<file path="src/rtl/mls_map.svh">
// register offsets, widths, reset values and scan constants for the link statistics block
`ifndef MLS_MAP_SVH
`define MLS_MAP_SVH

// register selector codes on the host command port
`define MLS_REG_LAST_RSSI   4'h0
`define MLS_REG_ACK_TMO     4'h1
`define MLS_REG_BLOCKED     4'h2
`define MLS_REG_TX_BYTES    4'h3
`define MLS_REG_GOOD_FRAME  4'h4
`define MLS_REG_TX_FAIL     4'h5
`define MLS_REG_UNI_ATTEMPT 4'h6
`define MLS_REG_CCA_THRESH  4'h7
`define MLS_REG_RETRY_SET   4'h8

// reset values and limits
`define MLS_CNT16_RESET     16'h0000
`define MLS_CNT16_MAX       16'hffff
`define MLS_CNT32_RESET     32'h00000000
`define MLS_RSSI_RESET      8'h00
`define MLS_CCA_OFF         8'h00
`define MLS_RETRY_RESET     8'h00

// energy scan: channel count and characters
`define MLS_NUM_CHAN        16
`define MLS_CHAN_W          4
`define MLS_CHAR_COMMA      8'h2c
`define MLS_CHAR_CR         8'h0d
`define MLS_ENERGY_FLOOR    8'hff

`endif

</file>
<file path="src/rtl/mls_pkg.sv">
// types shared by the link statistics block
package mls_pkg;

	// one host command: write selects load, else read
	typedef struct packed {
		logic        valid;
		logic        write;
		logic [3:0]  sel;
		logic [31:0] data;
	} mls_cmd_t;

	// one answer to a host read
	typedef struct packed {
		logic        valid;
		logic [31:0] data;
	} mls_rsp_t;

	// events reported by the transmit and receive engines
	typedef struct packed {
		logic       rxFrame;
		logic       rxIsAck;
		logic [7:0] rxRssi;
		logic       ackTimeout;
		logic       txBlockedCca;
		logic       txBlockedRx;
		logic       txByte;
		logic       txRetriesOut;
		logic       txUnicastAck;
	} mls_evt_t;

	// one energy sample for the channel being scanned
	typedef struct packed {
		logic       valid;
		logic [7:0] level;
	} mls_nrg_t;

	typedef enum logic [1:0] {
		SCAN_IDLE,
		SCAN_MEASURE,
		SCAN_VALUE,
		SCAN_SEP
	} mls_scan_t;

endpackage : mls_pkg

</file>
<file path="src/rtl/mls_link_stats.sv">
// link statistics counters, signal strength and energy scan for the mesh MAC
//
// How it works
// - hold last received non-ack frame strength, 8 bits
// - strength reads zero until first packet
// - ack timeout counter counts every timeout
// - timeout, good, failure counters saturate at max
// - blocked counter counts CCA or receive blocks
// - threshold zero: only receive blocks counted
// - blocked counter saturates, host may overwrite
// - byte counter adds every transmitted byte
// - byte counter 32 bits, host writable
// - 16-bit event counters host loadable
// - all values start from zero
// - good counter counts valid received frames
// - received acks do not count good
// - failure counter counts exhausted retries
// - attempt counter counts acked unicasts only while retry setting nonzero, resets zero
// - scan every channel, comma each, CR ends
// - scan parameter accepted but ignored
// - withhold transmit when energy above threshold
`timescale 1ns/1ps
`include "mls_map.svh"

module mls_link_stats
	import mls_pkg::*;
(
	input  wire logic        ref_clk,
	input  wire logic        reset,
	input  wire mls_cmd_t    hostCmd,
	output mls_rsp_t         hostRsp,
	input  wire mls_evt_t    macEvt,
	input  wire logic        txCcaReq,
	input  wire logic [7:0]  txCcaEnergy,
	output logic             txCcaDone,
	output logic             txCcaBlock,
	input  wire logic        scanReq,
	input  wire logic [7:0]  scanParam,
	input  wire mls_nrg_t    scanEnergy,
	output logic [`MLS_CHAN_W-1:0] scanChan,
	output logic             scanMeasure,
	output logic             scanCharValid,
	output logic [7:0]       scanChar,
	output logic             scanBusy
);

	// ----------------------------------------------------------------
	// host write decode
	// ----------------------------------------------------------------
	// one strobe per writable register; sel 0 has none, so such writes fall away
	// the read path has no strobe; it is decoded at the mux below
	wire logic wrCmd = hostCmd.valid & hostCmd.write;
	wire logic wrAck = wrCmd & (hostCmd.sel == `MLS_REG_ACK_TMO);
	wire logic wrBlk = wrCmd & (hostCmd.sel == `MLS_REG_BLOCKED);
	wire logic wrByt = wrCmd & (hostCmd.sel == `MLS_REG_TX_BYTES);
	wire logic wrGood = wrCmd & (hostCmd.sel == `MLS_REG_GOOD_FRAME);
	wire logic wrFail = wrCmd & (hostCmd.sel == `MLS_REG_TX_FAIL);
	wire logic wrUni = wrCmd & (hostCmd.sel == `MLS_REG_UNI_ATTEMPT);
	wire logic wrCca = wrCmd & (hostCmd.sel == `MLS_REG_CCA_THRESH);
	wire logic wrRetry = wrCmd & (hostCmd.sel == `MLS_REG_RETRY_SET);
	// scanParam is taken on its port but feeds no logic at all, so the
	// scan length and the reported values are the same for every value;
	// the scan start below carries that rule

	// ----------------------------------------------------------------
	// configuration registers
	// ----------------------------------------------------------------
	logic [7:0]  ccaThresh_q;
	logic [7:0]  retrySet_q;

	// only the low byte is kept; thresholds 1 to 0x27 are not refused here
	// threshold and retry setting steer blocking and unicast counting
	always_ff @(posedge ref_clk or posedge reset)
	begin
		if (reset)
		begin
			ccaThresh_q <= `MLS_CCA_OFF;
			retrySet_q  <= `MLS_RETRY_RESET;
		end
		else
		begin
			if (wrCca)
				ccaThresh_q <= hostCmd.data[7:0];
			if (wrRetry)
				retrySet_q <= hostCmd.data[7:0];
		end
	end

	// ----------------------------------------------------------------
	// clear channel check
	// ----------------------------------------------------------------
	wire logic ccaEnabled = (ccaThresh_q != `MLS_CCA_OFF);
	// energy in -dBm: a smaller magnitude means a stronger signal
	wire logic ccaBusy = ccaEnabled & (txCcaEnergy < ccaThresh_q);

	// answer is registered, one cycle after the request;
	// txCcaBlock only means something while txCcaDone is high
	always_ff @(posedge ref_clk or posedge reset)
	begin
		if (reset)
		begin
			txCcaDone  <= 1'b0;
			txCcaBlock <= 1'b0;
		end
		else
		begin
			txCcaDone  <= txCcaReq;
			txCcaBlock <= txCcaReq & ccaBusy;
		end
	end

	// ----------------------------------------------------------------
	// event counters
	// ----------------------------------------------------------------
	logic [7:0]  lastRssi_q;
	logic [15:0] ackTmo_q;
	logic [15:0] blocked_q;
	logic [31:0] txBytes_q;
	logic [15:0] goodFrame_q;
	logic [15:0] txFail_q;
	logic [15:0] uniAttempt_q;

	// cca blocks are ignored while the check is disabled
	wire logic blkEvt = macEvt.txBlockedRx
		| (macEvt.txBlockedCca & ccaEnabled);
	// strength follows only frames that count as good, so acks leave it alone
	wire logic goodEvt = macEvt.rxFrame & ~macEvt.rxIsAck;
	wire logic uniEvt = macEvt.txUnicastAck & (retrySet_q != `MLS_RETRY_RESET);

	// unicast and byte counters wrap; the other counters stop at all ones
	// saturating increments, one per event
	wire logic [15:0] ackTmo_d = (macEvt.ackTimeout && ackTmo_q != `MLS_CNT16_MAX)
		? ackTmo_q + 16'h0001 : ackTmo_q;
	wire logic [15:0] blocked_d = (blkEvt && blocked_q != `MLS_CNT16_MAX)
		? blocked_q + 16'h0001 : blocked_q;
	wire logic [15:0] goodFrame_d = (goodEvt && goodFrame_q != `MLS_CNT16_MAX)
		? goodFrame_q + 16'h0001 : goodFrame_q;
	wire logic [15:0] txFail_d = (macEvt.txRetriesOut && txFail_q != `MLS_CNT16_MAX)
		? txFail_q + 16'h0001 : txFail_q;
	// attempt counter is not saturating; it wraps like a plain count
	wire logic [15:0] uniAttempt_d = uniEvt ? uniAttempt_q + 16'h0001 : uniAttempt_q;
	// byte counter wraps at 32 bits
	wire logic [31:0] txBytes_d = macEvt.txByte ? txBytes_q + 32'h00000001 : txBytes_q;

	// host load takes priority over a same-cycle event
	always_ff @(posedge ref_clk or posedge reset)
	begin
		if (reset)
		begin
			lastRssi_q   <= `MLS_RSSI_RESET;
			ackTmo_q     <= `MLS_CNT16_RESET;
			blocked_q    <= `MLS_CNT16_RESET;
			txBytes_q    <= `MLS_CNT32_RESET;
			goodFrame_q  <= `MLS_CNT16_RESET;
			txFail_q     <= `MLS_CNT16_RESET;
			uniAttempt_q <= `MLS_CNT16_RESET;
		end
		else
		begin
			if (goodEvt)
				lastRssi_q <= macEvt.rxRssi;
			ackTmo_q     <= wrAck  ? hostCmd.data[15:0] : ackTmo_d;
			blocked_q    <= wrBlk  ? hostCmd.data[15:0] : blocked_d;
			txBytes_q    <= wrByt  ? hostCmd.data : txBytes_d;
			goodFrame_q  <= wrGood ? hostCmd.data[15:0] : goodFrame_d;
			txFail_q     <= wrFail ? hostCmd.data[15:0] : txFail_d;
			uniAttempt_q <= wrUni  ? hostCmd.data[15:0] : uniAttempt_d;
		end
	end

	// ----------------------------------------------------------------
	// host read mux
	// ----------------------------------------------------------------
	logic [31:0] rdData;

	// unmapped selectors read zero rather than a stale value
	always_comb
	begin
		case (hostCmd.sel)
			`MLS_REG_LAST_RSSI:   rdData = {24'h000000, lastRssi_q};
			`MLS_REG_ACK_TMO:     rdData = {16'h0000, ackTmo_q};
			`MLS_REG_BLOCKED:     rdData = {16'h0000, blocked_q};
			`MLS_REG_TX_BYTES:    rdData = txBytes_q;
			`MLS_REG_GOOD_FRAME:  rdData = {16'h0000, goodFrame_q};
			`MLS_REG_TX_FAIL:     rdData = {16'h0000, txFail_q};
			`MLS_REG_UNI_ATTEMPT: rdData = {16'h0000, uniAttempt_q};
			`MLS_REG_CCA_THRESH:  rdData = {24'h000000, ccaThresh_q};
			`MLS_REG_RETRY_SET:   rdData = {24'h000000, retrySet_q};
			default:              rdData = 32'h00000000;
		endcase
	end

	// data moves every cycle; only valid marks a real answer
	// reads answer one cycle after the command
	always_ff @(posedge ref_clk or posedge reset)
	begin
		if (reset)
			hostRsp <= '0;
		else
		begin
			hostRsp.valid <= hostCmd.valid & ~hostCmd.write;
			hostRsp.data  <= rdData;
		end
	end

	// ----------------------------------------------------------------
	// energy detect scan
	// ----------------------------------------------------------------
	mls_scan_t                 scanSt_q;
	logic [`MLS_CHAN_W-1:0]    chan_q;
	logic [7:0]                peak_q;
	logic                      crPend_q;    // CR owed after the last comma

	// stronger energy is the smaller -dBm magnitude
	wire logic [7:0] peak_d = (scanEnergy.level < peak_q) ? scanEnergy.level : peak_q;
	wire logic lastChan = (chan_q == `MLS_CHAN_W'(`MLS_NUM_CHAN - 1));
	// a request during a scan is ignored; the running scan finishes
	wire logic scanStart = scanReq & (scanSt_q == SCAN_IDLE);

	// walk all channels: measure, emit value, emit comma; CR follows the last comma
	always_ff @(posedge ref_clk or posedge reset)
	begin
		if (reset)
		begin
			scanSt_q      <= SCAN_IDLE;
			chan_q        <= '0;
			peak_q        <= `MLS_ENERGY_FLOOR;
			scanCharValid <= 1'b0;
			scanChar      <= 8'h00;
		end
		else
		begin
			scanCharValid <= 1'b0;
			case (scanSt_q)
				SCAN_IDLE:
				begin
					chan_q <= '0;
					peak_q <= `MLS_ENERGY_FLOOR;
					// the list ends here, one cycle after the last comma
					if (crPend_q)
					begin
						scanCharValid <= 1'b1;
						scanChar      <= `MLS_CHAR_CR;
					end
					if (scanStart)
						scanSt_q <= SCAN_MEASURE;
				end
				SCAN_MEASURE:
				begin
					// waits as long as the source needs; there is no timeout
					if (scanEnergy.valid)
					begin
						peak_q   <= peak_d;
						scanSt_q <= SCAN_VALUE;
					end
				end
				SCAN_VALUE:
				begin
					// one raw byte per channel; text formatting is left to the host
					scanCharValid <= 1'b1;
					scanChar      <= peak_q;
					scanSt_q      <= SCAN_SEP;
				end
				SCAN_SEP:
				begin
					scanCharValid <= 1'b1;
					scanChar      <= `MLS_CHAR_COMMA;
					peak_q        <= `MLS_ENERGY_FLOOR;
					// chan_q rolls over to zero by itself after the last channel
					chan_q        <= chan_q + `MLS_CHAN_W'(1);
					scanSt_q      <= lastChan ? SCAN_IDLE : SCAN_MEASURE;
				end
				default:
					scanSt_q <= SCAN_IDLE;
			endcase
		end
	end

	// ----------------------------------------------------------------
	// scan status outputs
	// ----------------------------------------------------------------
	// CR is owed one cycle after the last comma; busy covers that cycle

	always_ff @(posedge ref_clk or posedge reset)
	begin
		if (reset)
		begin
			crPend_q    <= 1'b0;
			scanChan    <= '0;
			scanMeasure <= 1'b0;
			scanBusy    <= 1'b0;
		end
		else
		begin
			crPend_q    <= (scanSt_q == SCAN_SEP) & lastChan;
			scanChan    <= chan_q;
			scanMeasure <= (scanSt_q == SCAN_MEASURE);
			scanBusy    <= (scanSt_q != SCAN_IDLE) | crPend_q | scanStart;
		end
	end

endmodule : mls_link_stats

</file>
<file path="config.mk">
export PLATFORM = sky130hd
export DESIGN_NAME = mls_link_stats
export DESIGN_NICKNAME = d
export VERILOG_FILES = /design/src/rtl/mls_pkg.sv /design/src/rtl/mls_link_stats.sv
export VERILOG_INCLUDE_DIRS = /design/src /design/src/rtl
export SDC_FILE = /design/constraint.sdc
export NUM_CORES = 1
export LEC_CHECK = 0
export BUFFER_PORTS_ARGS = -buffer_cell sky130_fd_sc_hd__buf_2
export CAP_MARGIN = 20
export CORE_MARGIN = 5
export CORE_UTILIZATION = 60
export CTS_CLUSTER_DIAMETER = 80
export CTS_CLUSTER_SIZE = 28
export DETAILED_ROUTE_END_ITERATION = 7
export GPL_ROUTABILITY_DRIVEN = 0
export GPL_TIMING_DRIVEN = 1
export PLACE_DENSITY = 0.85
export SYNTH_ARGS = -nofsm -noshare
export SYNTH_HDL_FRONTEND = slang
export SYNTH_SLANG_ARGS = --single-unit
</file>
<file path="constraint.sdc">
create_clock -name ref_clk -period 12.35 [get_ports ref_clk]
set_input_delay 1.235 -clock ref_clk [delete_from_list [all_inputs] [get_ports ref_clk]]
set_output_delay 1.235 -clock ref_clk [all_outputs]
set_load 0.01 [all_outputs]
</file>
# Yosys cells after proc, flatten, opt, wreduce, memory -nomap -nowiden
# Index checks and enable logic that the tools add are counted.
dict set report word_totals {
  reg_bits 201
  elab_cells 121
}
dict set report classes {
  bitwise_logic 22
  muxes 25
  reduce_logical 23
  n_lt_le_gt_ge 2
  add_sub_neg 7
  eq_ne 20
}
# cell n
set ops {}
lappend ops {{32-bit one-hot mux with 9 select lines} 1}
lappend ops {{16-bit 2-to-1 mux} 10}
lappend ops {{16-bit by 1-bit adder with 16-bit output, second input constant} 5}
lappend ops {{32-bit 2-to-1 mux} 2}
lappend ops {{16-bit inequality test, second input constant} 4}
lappend ops {{32-bit by 1-bit adder with 32-bit output, second input constant} 1}
lappend ops {{8-bit 2-to-1 mux} 3}
lappend ops {{8-bit one-hot mux with 3 select lines} 1}
lappend ops {{2-bit nonzero test} 9}
lappend ops {{1-bit AND} 17}
lappend ops {{4-bit by 3-bit == test with 1-bit output, second input constant} 4}
lappend ops {{8-bit < comparator} 2}
lappend ops {{8-bit one-hot mux with 2 select lines} 1}
lappend ops {{8-bit nonzero test} 2}
lappend ops {{4-bit by 2-bit == test with 1-bit output, second input constant} 2}
lappend ops {{4-bit == test, second input constant} 2}
lappend ops {{2-bit inequality test, second input constant} 4}
lappend ops {{2-bit one-hot mux with 4 select lines} 1}
lappend ops {{4-bit one-hot mux with 2 select lines} 1}
lappend ops {{4-bit by 1-bit adder with 4-bit output, second input constant} 1}
lappend ops {{2-bit == test, second input constant} 2}
lappend ops {{4-bit by 1-bit == test with 1-bit output, second input constant} 1}
lappend ops {{1-bit logical AND} 4}
lappend ops {{4-bit logical NOT} 1}
lappend ops {{11 further kinds} 18}

# Longest topological paths before layout
# Gate-level depths: netlist (run 1).
dict set report depth {
  word_depth 6
  ltp_mapped 8
}

# Least setup slack after synthesis (run 1)
# OpenSTA, ideal clock, no wires.
dict set report synth_path {
  path_kind {input-to-reg}
  start {in hostCmd[34] (netlist name)}
  end {reg txFail_q[4]}
  arrival_time_ns 2.552
  setup_ns 0.069
  stages 7
  n_path_buf 3
  path_slack_ns 9.729
  path_cell_list {buf_2 -> and4bb_1 -> buf_2 -> and2_0 -> clkbuf_1 -> or4_1 -> nand3_1}
}
dict set report synth_via {
  elab_chain_cells 3
  elab_cells_between_ends 4
  classes_between {eq/ne: 1; mux: 1; bitwise: 1; reduce/logical: 1}
}
# item line_no
set synth_lines {}
lappend synth_lines {{start: declaration} mls_link_stats.sv:30} ;# input wire mls_cmd_t hostCmd,
lappend synth_lines {{4-bit by 3-bit == test with 1-bit output *} n/a}
lappend synth_lines {{1-bit AND *} mls_link_stats.sv:57} ;# wire logic wrFail = wrCmd & (hostCmd.sel == `MLS_REG_TX_FAIL);
lappend synth_lines {{16-bit 2-to-1 mux / 2-bit nonzero test (equally long branches)} n/a}
lappend synth_lines {{end signal: assignment} mls_link_stats.sv:155} ;# txFail_q <= `MLS_CNT16_RESET;
lappend synth_lines {{end signal: assignment} mls_link_stats.sv:166} ;# txFail_q <= wrFail ? hostCmd.data[15:0] : txFail_d;
lappend synth_lines {{end: declaration} mls_link_stats.sv:120} ;# logic [15:0] txFail_q;
# Every way passes the cells marked *; elsewhere a longest branch is shown, timed or not.
# A chain may end at the register's enable or synchronous reset.

# Worst setup path in the final report (run 1)
dict set report layout_path {
  start {in hostCmd[35] (netlist name)}
  end {reg blocked_q[11]}
}
dict set report layout_via {
  elab_chain_cells 3
  elab_cells_between_ends 4
  classes_between {eq/ne: 1; mux: 1; bitwise: 1; reduce/logical: 1}
}
# item line_no
set layout_lines {}
lappend layout_lines {{4-bit by 2-bit == test with 1-bit output *} n/a}
lappend layout_lines {{1-bit AND *} mls_link_stats.sv:54} ;# wire logic wrBlk = wrCmd & (hostCmd.sel == `MLS_REG_BLOCKED);
lappend layout_lines {{16-bit 2-to-1 mux / 2-bit nonzero test (equally long branches)} n/a}
lappend layout_lines {{end signal: assignment} mls_link_stats.sv:152} ;# blocked_q <= `MLS_CNT16_RESET;
lappend layout_lines {{end signal: assignment} mls_link_stats.sv:163} ;# blocked_q <= wrBlk ? hostCmd.data[15:0] : blocked_d;
lappend layout_lines {{end: declaration} mls_link_stats.sv:117} ;# logic [15:0] blocked_q;
# Marked as above.

==> results of run 1 <==
==> power groups by stage <==
stage	Clock [mW]	Sequential, mW	Combinational (mW)
floorplan	0	1.03	0.442
CTS	0.447	1.09	0.605
detailed placement	0	1.10	0.599
global route	0.473	1.12	0.688
finish	0.442	1.10	0.606
global placement	0	1.09	0.567
==> cell families after synthesis <==
group                      count (synthesis)  synth area share [%]
adders and majority gates                 26                  2.98
and+or+nand+nor                          497                  22.9
muxes                                     28                  2.70
xor gates and xnor gates                  77                  6.18
AOI/OAI and AO/OA                        266                  15.5
DFF                                      201                  46.2
buffers and inverters                     96                  3.56
==> cells in the final DEF, fill, tap and decap left out, types with 21 or more instances in the layout <==
master | synthesis | layout
dfrtp_1 | 193 | 193
nand2_1 | 134 | 133
buf_2 | 13 | 124
nor2_1 | 116 | 116
a21oi_1 | 90 | 90
o21ai_0 | 52 | 52
nand3_1 | 52 | 52
xnor2_1 | 43 | 43
nand4_1 | 40 | 40
a22oi_1 | 36 | 36
xor2_1 | 34 | 34
inv_1 | 33 | 32
ha_1 | 26 | 26
and2_1 | 23 | 23
nor4_1 | 21 | 21
nor3_1 | 22 | 21
==> path summary, 6_finish.rpt <==
path,depth (start not counted),to,from,slack (ns)
max in group asynchronous,3,hostRsp[0],reset,10.06
hold reg to reg,0,scanChan[3],chan_q[3],0.47
min in group asynchronous,2,txCcaBlock,reset,0.90
setup reg to reg,6,uniAttempt_q[8],uniAttempt_q[0],10.06
hold / removal,0,scanChan[3],chan_q[3],0.47
setup / recovery,5,blocked_q[11],hostCmd[35],9.16
==> worst max-delay path, stage by stage <==
cell and delay (ns):
buf_2 0.26, nor4b_4 0.93, nand2_1 0.64, o31a_2 0.28, a22o_1 0.19
==> flip-flops by register name, summed over array words and instances, names as in the netlist, 16 cells and up <==
signal	count
hostRsp	33
txBytes_q	32
ackTmo_q	16
blocked_q	16
goodFrame_q	16
txFail_q	16
uniAttempt_q	16
==> layer usage <==
layer | up-vias | GRT usage, % | routed length, um
met1 | 4554 | 39.4 | 12000
met4 | 0 | 10.5 | 1100
met2 | 491 | 44.9 | 14000
met3 | 96 | 4.50 | 2520
met5 | - | 0 | 0
li1 | 4476 | - | -
==> metrics by stage <==
stage,utilization (%),hold slack (ns)
6_report,67.2,0.469
5_1_grt,67.2,0.490
4_1_cts,67.1,0.466
3_5_place_dp,64.9,0.443
3_3_place_gp,64.9,0.418
2_1_floorplan,-,0.398
==> area by class of cell <==
type,count,share of cell area (%)
diodes,1,0.0208
clock buffers,13,2.70
clock inverters,6,0.520
inverters,33,1.09
multi-input cells,894,45.6
flip-flops and latches,201,41.9
well taps,229,2.38
repair buffers,132,5.79
==> summary.md, run 1 <==
| Metric | Value |
|---|---|
| Initial antenna violation count | `1` |
| Post-CTS setup buffer count | `0` |
| Power per standard cell area | `179 mW/mm2` |
| Clk_lat worst skew | `0.48 ns` |
| Asr flop ratio synth | `100%` |
| Count leader, synth | `dfrtp_1` |
| Peak VDD IR | `0.149 mV` |
| Filler cells | `1433` |
| Internal | `1.33 mW` |
| Wirelength per Cell | `19.6 um` |
| Critical Path Sink Type | `flip-flop` |
| Commonest cells in the netlist | `193 x dfrtp_1, 134 x nand2_1, 116 x nor2_1, 90 x a21oi_1` |
| Post-route ant nets | `0` |
| Initial Utilization | `60.9%` |
| Peak Freq | `314 MHz` |
| Vias | `9617` |
| PortBufs | `124` |
| EDFF count, synth | `0` |
| # DRC | `0` |
| Cts hold-fix bufs | `0` |
| Period minus WS final | `3.19 ns` |
| Cell taking the most area after synthesis | `dfrtp_1` |
| Sequential area share after synthesis | `46.2%` |
| CTS clk-pin slew, worst paths | `0.11 ns` |
| Worst Hold Class | `reg2reg` |
| # clock sinks | `201` |
| Final hold viol count | `0` |
| Area Overhead vs Synth | `10.4%` |
| First-pass GRT wire length | `47.3 mm` |
| Share of cells above drive strength 1 | `14.2%` |
| Syn avg cell area | `9.16 um2` |
| CTS buffer count | `12` |
| Core Rows | `49` |
| Fin worst setup slack | `9.16 ns` |
| DIE WIDTH | `145 um` |
| CP required | `12.71 ns` |
| Status | `finished, final reports clean` |
| Crit Path Category | `in2reg` |
| Top FF cell, synth | `dfrtp_1` |
| Max capacitance violation total | `0` |
| H-tree depth | `1` |
| Resize count post-CTS | `0` |
| Sequential power share | `51.3%` |
| Clock power frac | `20.5%` |
| Syn_nets | `1300` |
| CP max FO | `23` |
| Tot Pwr | `2.15 mW` |
| Clock Skews | `0.0252 ns` |
| CTS tree | `built` |
| Dpl hpwl | `20.9 mm` |
| Initial DRC count | `1180` |
| Type of origin of the critical path | `input port` |
| Largest net degree at the start of global routing | `132` |
| Synth Cell Area | `0.0109 mm2` |
| Chip height | `145 um` |
| Io pins | `133` |
| FF+latch count, synth | `201` |
| Final wirelength | `29.6 mm` |
| Final Instance Area | `0.0120 mm2` |
| Gate power share | `28.2%` |
| Synth warn | `0` |
| Placed Area | `0.0116 mm2` |
| Fin Setup TNS | `0 ns` |
| CTS root buf | `clkbuf_16` |
| Switch share | `38.1%` |
| RSZ-0062 raised after global routing | `no` |
| Vias/cell | `6.37` |
| Area of the multi-input gates | `0.00549 mm2` |
| Slew headroom | `26.6%` |
| Clock Path Buffers | `3` |
| Setup violations, final | `0` |
| Sequential cell area | `0.00504 mm2` |
| Layout Nets | `1383` |
| Placed cell count | `1487` |
| Main area contributors after synthesis | `dfrtp_1 44%, nand2_1 4.6%, a21oi_1 4.1%, nor2_1 4.0%, xnor2_1 3.5%` |
| Mapped Cells | `1191` |
| Number of library cell types mapped by synthesis | `69` |
| Pre-CTS setup slack | `8.63 ns` |
| Final Max Tran Viols | `0` |
| Worst path arrival time | `3.55 ns` |
| Die footprint | `0.0210 mm2` |
| Number of global-route vias before repair | `9220` |
| Core area | `0.0179 mm2` |
| Worst Tran Pin Value | `1.10 ns` |
| Post-synth top area share | `44.3%` |
| Leakage | `5.25 nW` |
| Gr usage total | `28.2%` |
| Switching pwr | `818 uW` |
| Grt total ovfl | `0` |
| Period utilization | `25.8%` |
| Final Non-Filler Cells | `1509` |
| Drt pass-1 iters | `5` |
Note: power is estimated with default switching activity, not from simulation.
==> inputs of run 2 (changes only) <==
--- a/config.mk
+++ b/config.mk
@@ -9,13 +9,13 @@
 export BUFFER_PORTS_ARGS = -buffer_cell sky130_fd_sc_hd__buf_2
 export CAP_MARGIN = 20
 export CORE_MARGIN = 5
-export CORE_UTILIZATION = 60
+export CORE_UTILIZATION = 53
 export CTS_CLUSTER_DIAMETER = 80
 export CTS_CLUSTER_SIZE = 28
 export DETAILED_ROUTE_END_ITERATION = 7
 export GPL_ROUTABILITY_DRIVEN = 0
 export GPL_TIMING_DRIVEN = 1
-export PLACE_DENSITY = 0.85
+export PLACE_DENSITY = 0.8
 export SYNTH_ARGS = -nofsm -noshare
 export SYNTH_HDL_FRONTEND = slang
 export SYNTH_SLANG_ARGS = --single-unit
==> constraint.sdc (replaced) <==
create_clock -name ref_clk -period 2.8 [get_ports ref_clk]
set_input_delay 0.28 -clock ref_clk [delete_from_list [all_inputs] [get_ports ref_clk]]
set_output_delay 0.28 -clock ref_clk [all_outputs]
set_load 0.01 [all_outputs]
==> run 2 against run 1 <==
Against the previous run: critical path depth is the same; cell count up 4.8%; global-route usage down 2.7 points; sequential power grew to 4.4 times the previous value; sequential share of layout area is 1.2 points lower; via count grew 0.33%; utilization is 6.0 points lower; sequential cell count is the same; wire length is 2.3% higher; clock power increased to 4.6 times the previous value; design area is 2.9% higher; worst setup slack worse by 8.6 ns; critical endpoint is now goodFrame_q[0].
==> summary.md, run 2 (synthesized netlist as in run 1, its figures left out) <==
| Metric | Value |
|---|---|
| Final wirelength | `30.3 mm` |
| Setup violations, final | `0` |
| Max reg flops | `33` |
| CP required | `3.10 ns` |
| Most flop-heavy register | `hostRsp` |
| RR Startpoint | `goodFrame_q[3]` |
| First-pass GRT wire length | `49.6 mm` |
| CP max FO | `7` |
| Clock Skews | `0.0284 ns` |
| Max capacitance violation total | `0` |
| CTS tree | `built` |
| Core Rows | `52` |
| Leakage | `5.40 nW` |
| Clock power frac | `21.1%` |
| Number of global-route vias before repair | `9262` |
| Critical Path Sink Type | `flip-flop` |
| Final hold viol count | `0` |
| Initial antenna violation count | `1` |
| Status | `finished, final reports clean` |
| Post-CTS setup buffer count | `0` |
| Gate power share | `28.2%` |
| Initial DRC count | `933` |
| Antenna cell count | `0` |
| Internal | `5.95 mW` |
| Placed Area | `0.0119 mm2` |
| Core area | `0.0202 mm2` |
| # DRC | `0` |
| Worst Hold Class | `in2reg` |
| Grt total ovfl | `0` |
| Final Instance Area | `0.0124 mm2` |
| Initial Utilization | `53.9%` |
| Peak Freq | `447 MHz` |
| Clk_lat worst skew | `0.48 ns` |
| Post-route ant nets | `0` |
| Period minus WS final | `2.24 ns` |
| PortBufs | `124` |
| Largest registers | `hostRsp (33), txBytes_q (32)` |
| Dpl hpwl | `21.7 mm` |
| Worst Tran Pin Value | `0.962 ns` |
| CTS buffer count | `13` |
| Period utilization | `79.9%` |
| Reg2Reg Depth | `5` |
| Crit path to | `goodFrame_q[0]` |
| Chip height | `153 um` |
| Crit Path Category | `reg2reg` |
| Peak VDD IR | `0.566 mV` |
| Power per standard cell area | `776 mW/mm2` |
| Wirelength per Cell | `19.1 um` |
| CTS root buf | `clkbuf_16` |
| Sequential power share | `50.7%` |
| Layout Nets | `1415` |
| CTS clk-pin slew, worst paths | `0.11 ns` |
| Slew headroom | `35.5%` |
| Resize count post-CTS | `0` |
| Switching pwr | `3.66 mW` |
| Type of origin of the critical path | `flip-flop` |
| Most frequent cells in the layout | `193 x dfrtp_1, 133 x nand2_1, 124 x buf_2` |
| H-tree depth | `1` |
| Final Max Tran Viols | `0` |
| Vias/cell | `6.10` |
| DIE WIDTH | `153 um` |
| Gr usage total | `25.5%` |
| Worst path arrival time | `2.54 ns` |
| Area Overhead vs Synth | `13.6%` |
| # clock sinks | `201` |
| Commonest non-fill, non-tap cell in the layout | `dfrtp_1` |
| Die footprint | `0.0235 mm2` |
| Share of cells above drive strength 1 | `15.4%` |
| Cts hold-fix bufs | `11` |
| Vias | `9649` |
| Fin Setup TNS | `0 ns` |
| Reg-to-reg slack, setup | `0.56 ns` |
| Io pins | `133` |
| Clock Path Buffers | `3` |
| Reg2reg end | `goodFrame_q[0]` |
| Drt pass-1 iters | `5` |
| Largest net degree at the start of global routing | `65` |
| Switch share | `38.1%` |
| RSZ-0062 raised after global routing | `no` |
| Worst setup path start | `goodFrame_q[3]` |
run 2: how the worst min path moves through the flow:
stage	start	cells after the start	end	slack, ns
3_5_place_dp	txCcaReq	1	txCcaDone	0.41
6_report	macEvt[7]	3	lastRssi_q[1]	0.02
2_1_floorplan	txCcaReq	0	txCcaDone	0.31
4_1_cts	macEvt[7]	3	lastRssi_q[1]	0.01
5_1_grt	macEvt[7]	3	lastRssi_q[1]	0.02
3_3_place_gp	txCcaReq	1	txCcaDone	0.41
run 2: worst max-delay path, cell delays in order, from the launching register on:
cell and delay, ns:
dfrtp_1 0.55, nand3_1 0.27, nor4_1 0.77, nor2_1 0.19, xnor2_1 0.19, a21oi_1 0.08
run 2: per-layer routing:
metal / vias up / GRT usage (%) / share of wire [%]
met5: - / 0 / 0.040
met4: 2 / 7.78 / 3.0
met1: 4646 / 35.8 / 44
li1: 4535 / - / -
met2: 393 / 41.5 / 47
met3: 73 / 3.70 / 6.4
run 2: power groups by stage:
| stage | logic (mW) | clock network, mW | registers (mW) |
|---|---|---|---|
| 2_1_floorplan | 1.95 | 0 | 4.56 |
| 3_3_place_gp | 2.56 | 0 | 4.83 |
| 3_5_place_dp | 2.68 | 0 | 4.87 |
| 4_1_cts | 2.71 | 2.07 | 4.82 |
| 5_1_grt | 3.07 | 2.19 | 4.98 |
| 6_report | 2.71 | 2.03 | 4.87 |
run 2: layout make-up:
| cell class | count | area, um2 |
|---|---|---|
| fill | 1700 | 7850 |
| multi-input combinational | 894 | 5490 |
| sequential | 201 | 5040 |
| timing repair buffer | 163 | 978 |
| tap | 270 | 338 |
| clock buffer | 15 | 333 |
| inverter | 33 | 128 |
| clock inverter | 6 | 87.6 |
run 2: through the flow:
step	setup slack (ns)	utilization (%)	std cells	power (mW)	hold slack [ns]
after CTS	0.622	61.2	1582	9.60	0.0117
after global routing	0.374	61.2	1582	10.2	0.0189
final	0.562	61.2	1582	9.61	0.0201
after floorplan	-0.0758	-	1191	6.51	0.311
after global placement	0.636	58.6	1550	7.39	0.412
after detailed placement	0.575	58.6	1550	7.55	0.413
==> inputs of run 3 (changes only) <==
--- a/config.mk
+++ b/config.mk
@@ -9,13 +9,13 @@
 export BUFFER_PORTS_ARGS = -buffer_cell sky130_fd_sc_hd__buf_2
 export CAP_MARGIN = 20
 export CORE_MARGIN = 5
-export CORE_UTILIZATION = 53
+export CORE_UTILIZATION = 59
 export CTS_CLUSTER_DIAMETER = 80
 export CTS_CLUSTER_SIZE = 28
 export DETAILED_ROUTE_END_ITERATION = 7
 export GPL_ROUTABILITY_DRIVEN = 0
 export GPL_TIMING_DRIVEN = 1
-export PLACE_DENSITY = 0.8
+export PLACE_DENSITY = 0.84
 export SYNTH_ARGS = -nofsm -noshare
 export SYNTH_HDL_FRONTEND = slang
 export SYNTH_SLANG_ARGS = --single-unit
==> constraint.sdc (replaced) <==
create_clock -name ref_clk -period 2.1 [get_ports ref_clk]
set_input_delay 0.21 -clock ref_clk [delete_from_list [all_inputs] [get_ports ref_clk]]
set_output_delay 0.21 -clock ref_clk [all_outputs]
set_load 0.01 [all_outputs]
==> run 3 against run 2 <==
Against the previous run: clock power rose by 34%; clock skew increased by 0.0082 ns; worst setup slack worse by 0.48 ns; sequential share of layout area decreased by 1.2 points; highest routed layer is now met4.
==> summary.md, run 3 (synthesized netlist as in run 1, its figures left out) <==
| Metric | Value |
|---|---|
| Status | `finished, final reports clean` |
| First-pass GRT wire length | `51.6 mm` |
| Dpl hpwl | `21.8 mm` |
| # DRC | `0` |
| Final hold viol count | `0` |
| CP required | `2.50 ns` |
| Most flop-heavy register | `hostRsp` |
| Max capacitance violation total | `0` |
| Clk_lat worst skew | `0.49 ns` |
| Final Max Tran Viols | `0` |
| Power per standard cell area | `1030 mW/mm2` |
| Area Overhead vs Synth | `17.1%` |
| Clock Skews | `0.0366 ns` |
| Placed Area | `0.0120 mm2` |
| Slew headroom | `56.0%` |
| Vias | `10000` |
| RSZ-0062 raised after global routing | `no` |
| Grt total ovfl | `0` |
| DIE WIDTH | `146 um` |
| Wirelength per Cell | `19.8 um` |
| Initial antenna violation count | `0` |
| Worst Tran Pin Value | `0.654 ns` |
| Max reg flops | `33` |
| Peak VDD IR | `1.02 mV` |
| H-tree depth | `1` |
| Initial DRC count | `1177` |
| # clock sinks | `201` |
| Peak Freq | `495 MHz` |
| Period minus WS final | `2.02 ns` |
| Post-route ant nets | `0` |
| Die footprint | `0.0213 mm2` |
| CP max FO | `7` |
| Final Instance Area | `0.0128 mm2` |
| Worst path arrival time | `2.43 ns` |
| CTS buffer count | `12` |
| Final Non-Filler Cells | `1585` |
| Chip height | `146 um` |
| Initial Utilization | `60.3%` |
| Final Hold Slack | `0.0145 ns` |
| Crit Path Category | `reg2reg` |
| Drt pass-1 iters | `5` |
| Core Rows | `49` |
| CTS tree | `built` |
| CTS root buf | `clkbuf_16` |
| Worst Hold Class | `in2reg` |
| Final wirelength | `31.4 mm` |
| Layout Nets | `1460` |
| Number of global-route vias before repair | `9768` |
| Largest net degree at the start of global routing | `107` |
| Vias/cell | `6.32` |
| Leakage | `5.61 nW` |
| Largest registers | `hostRsp (33), txBytes_q (32)` |
| CTS clk-pin slew, worst paths | `0.10 ns` |
| Most frequent cells in the layout | `193 x dfrtp_1, 133 x nand2_1, 124 x buf_2` |
| Reg-to-reg slack, setup | `0.08 ns` |
| Clock Path Buffers | `3` |
| Gr usage total | `29.4%` |
| Period utilization | `96.3%` |
| Io pins | `133` |
| Core area | `0.0181 mm2` |
| Setup violations, final | `0` |
| Commonest non-fill, non-tap cell in the layout | `dfrtp_1` |
| Critical Path Sink Type | `flip-flop` |
| Placed cell count | `1531` |
| Share of cells above drive strength 1 | `17.1%` |
| PortBufs | `124` |
| Type of origin of the critical path | `flip-flop` |
run 3: area by class of cell:
class	count	area [um2]
well taps	229	287
clock buffers	13	325
fillers	1313	5310
multi-input cells	894	5530
inverters	33	128
clock inverters	5	92.6
diodes	1	2.50
flip-flops and latches	201	5040
repair buffers	209	1370
run 3: worst max-delay path, cell delays in order (launching register included):
cell and delay (ns):
dfstp_2 0.55, inv_1 0.06, ha_1 0.32, nand2_1 0.09, o21a_1 0.27, o21ai_4 0.37
mux2i_1 0.28
run 3: report_power, final:
part	total, mW	internal, mW	leakage [nW]	switching, mW
combinational	4.06	1.79	2.94	2.27
sequential	6.37	4.99	2.47	1.37
clock	2.72	1.39	0.200	1.33
run 3: per-layer routing:
metal  vias to the layer above  routed length, um  track usage (%)
li1                       4611                  -                -
met4                         0               1380             12.2
met5                         -                  0                0
met1                      4796              12900             39.7
met3                       104               2490             5.29
met2                       501              14600             47.1
run 3: through the flow:
stage | setup slack, ns | util, % | total power, mW | TNS (ns)
2_1_floorplan | -0.706 | - | 8.68 | -136.58
3_3_place_gp | 0.0321 | 66.1 | 9.94 | 0
3_5_place_dp | -0.149 | 66.1 | 10.2 | -0.709
4_1_cts | 0.00469 | 70.4 | 13.0 | 0
5_1_grt | 0.0348 | 70.6 | 13.9 | 0
6_report | 0.0784 | 70.6 | 13.1 | 0
run 3: worst paths after layout:
check                      cells past startpoint   startpoint            end
max reg2reg                                    6    peak_q[2]      peak_q[3]
max                                            6    peak_q[2]      peak_q[3]
min reg2reg                                    0    chan_q[1]    scanChan[1]
min                                            3  hostCmd[25]  txBytes_q[25]
max in group asynchronous                      4        reset  txBytes_q[25]
min in group asynchronous                      4        reset     hostRsp[0]
run 3: repair_timing:
item,CTS,global route
pin swaps,0,1
hold buffers,34,0
resized for setup,2,7
cloned,0,0
endpoints found under the hold margin,225,0
endpoints found under the setup margin,7,19
buffers inserted,0,1
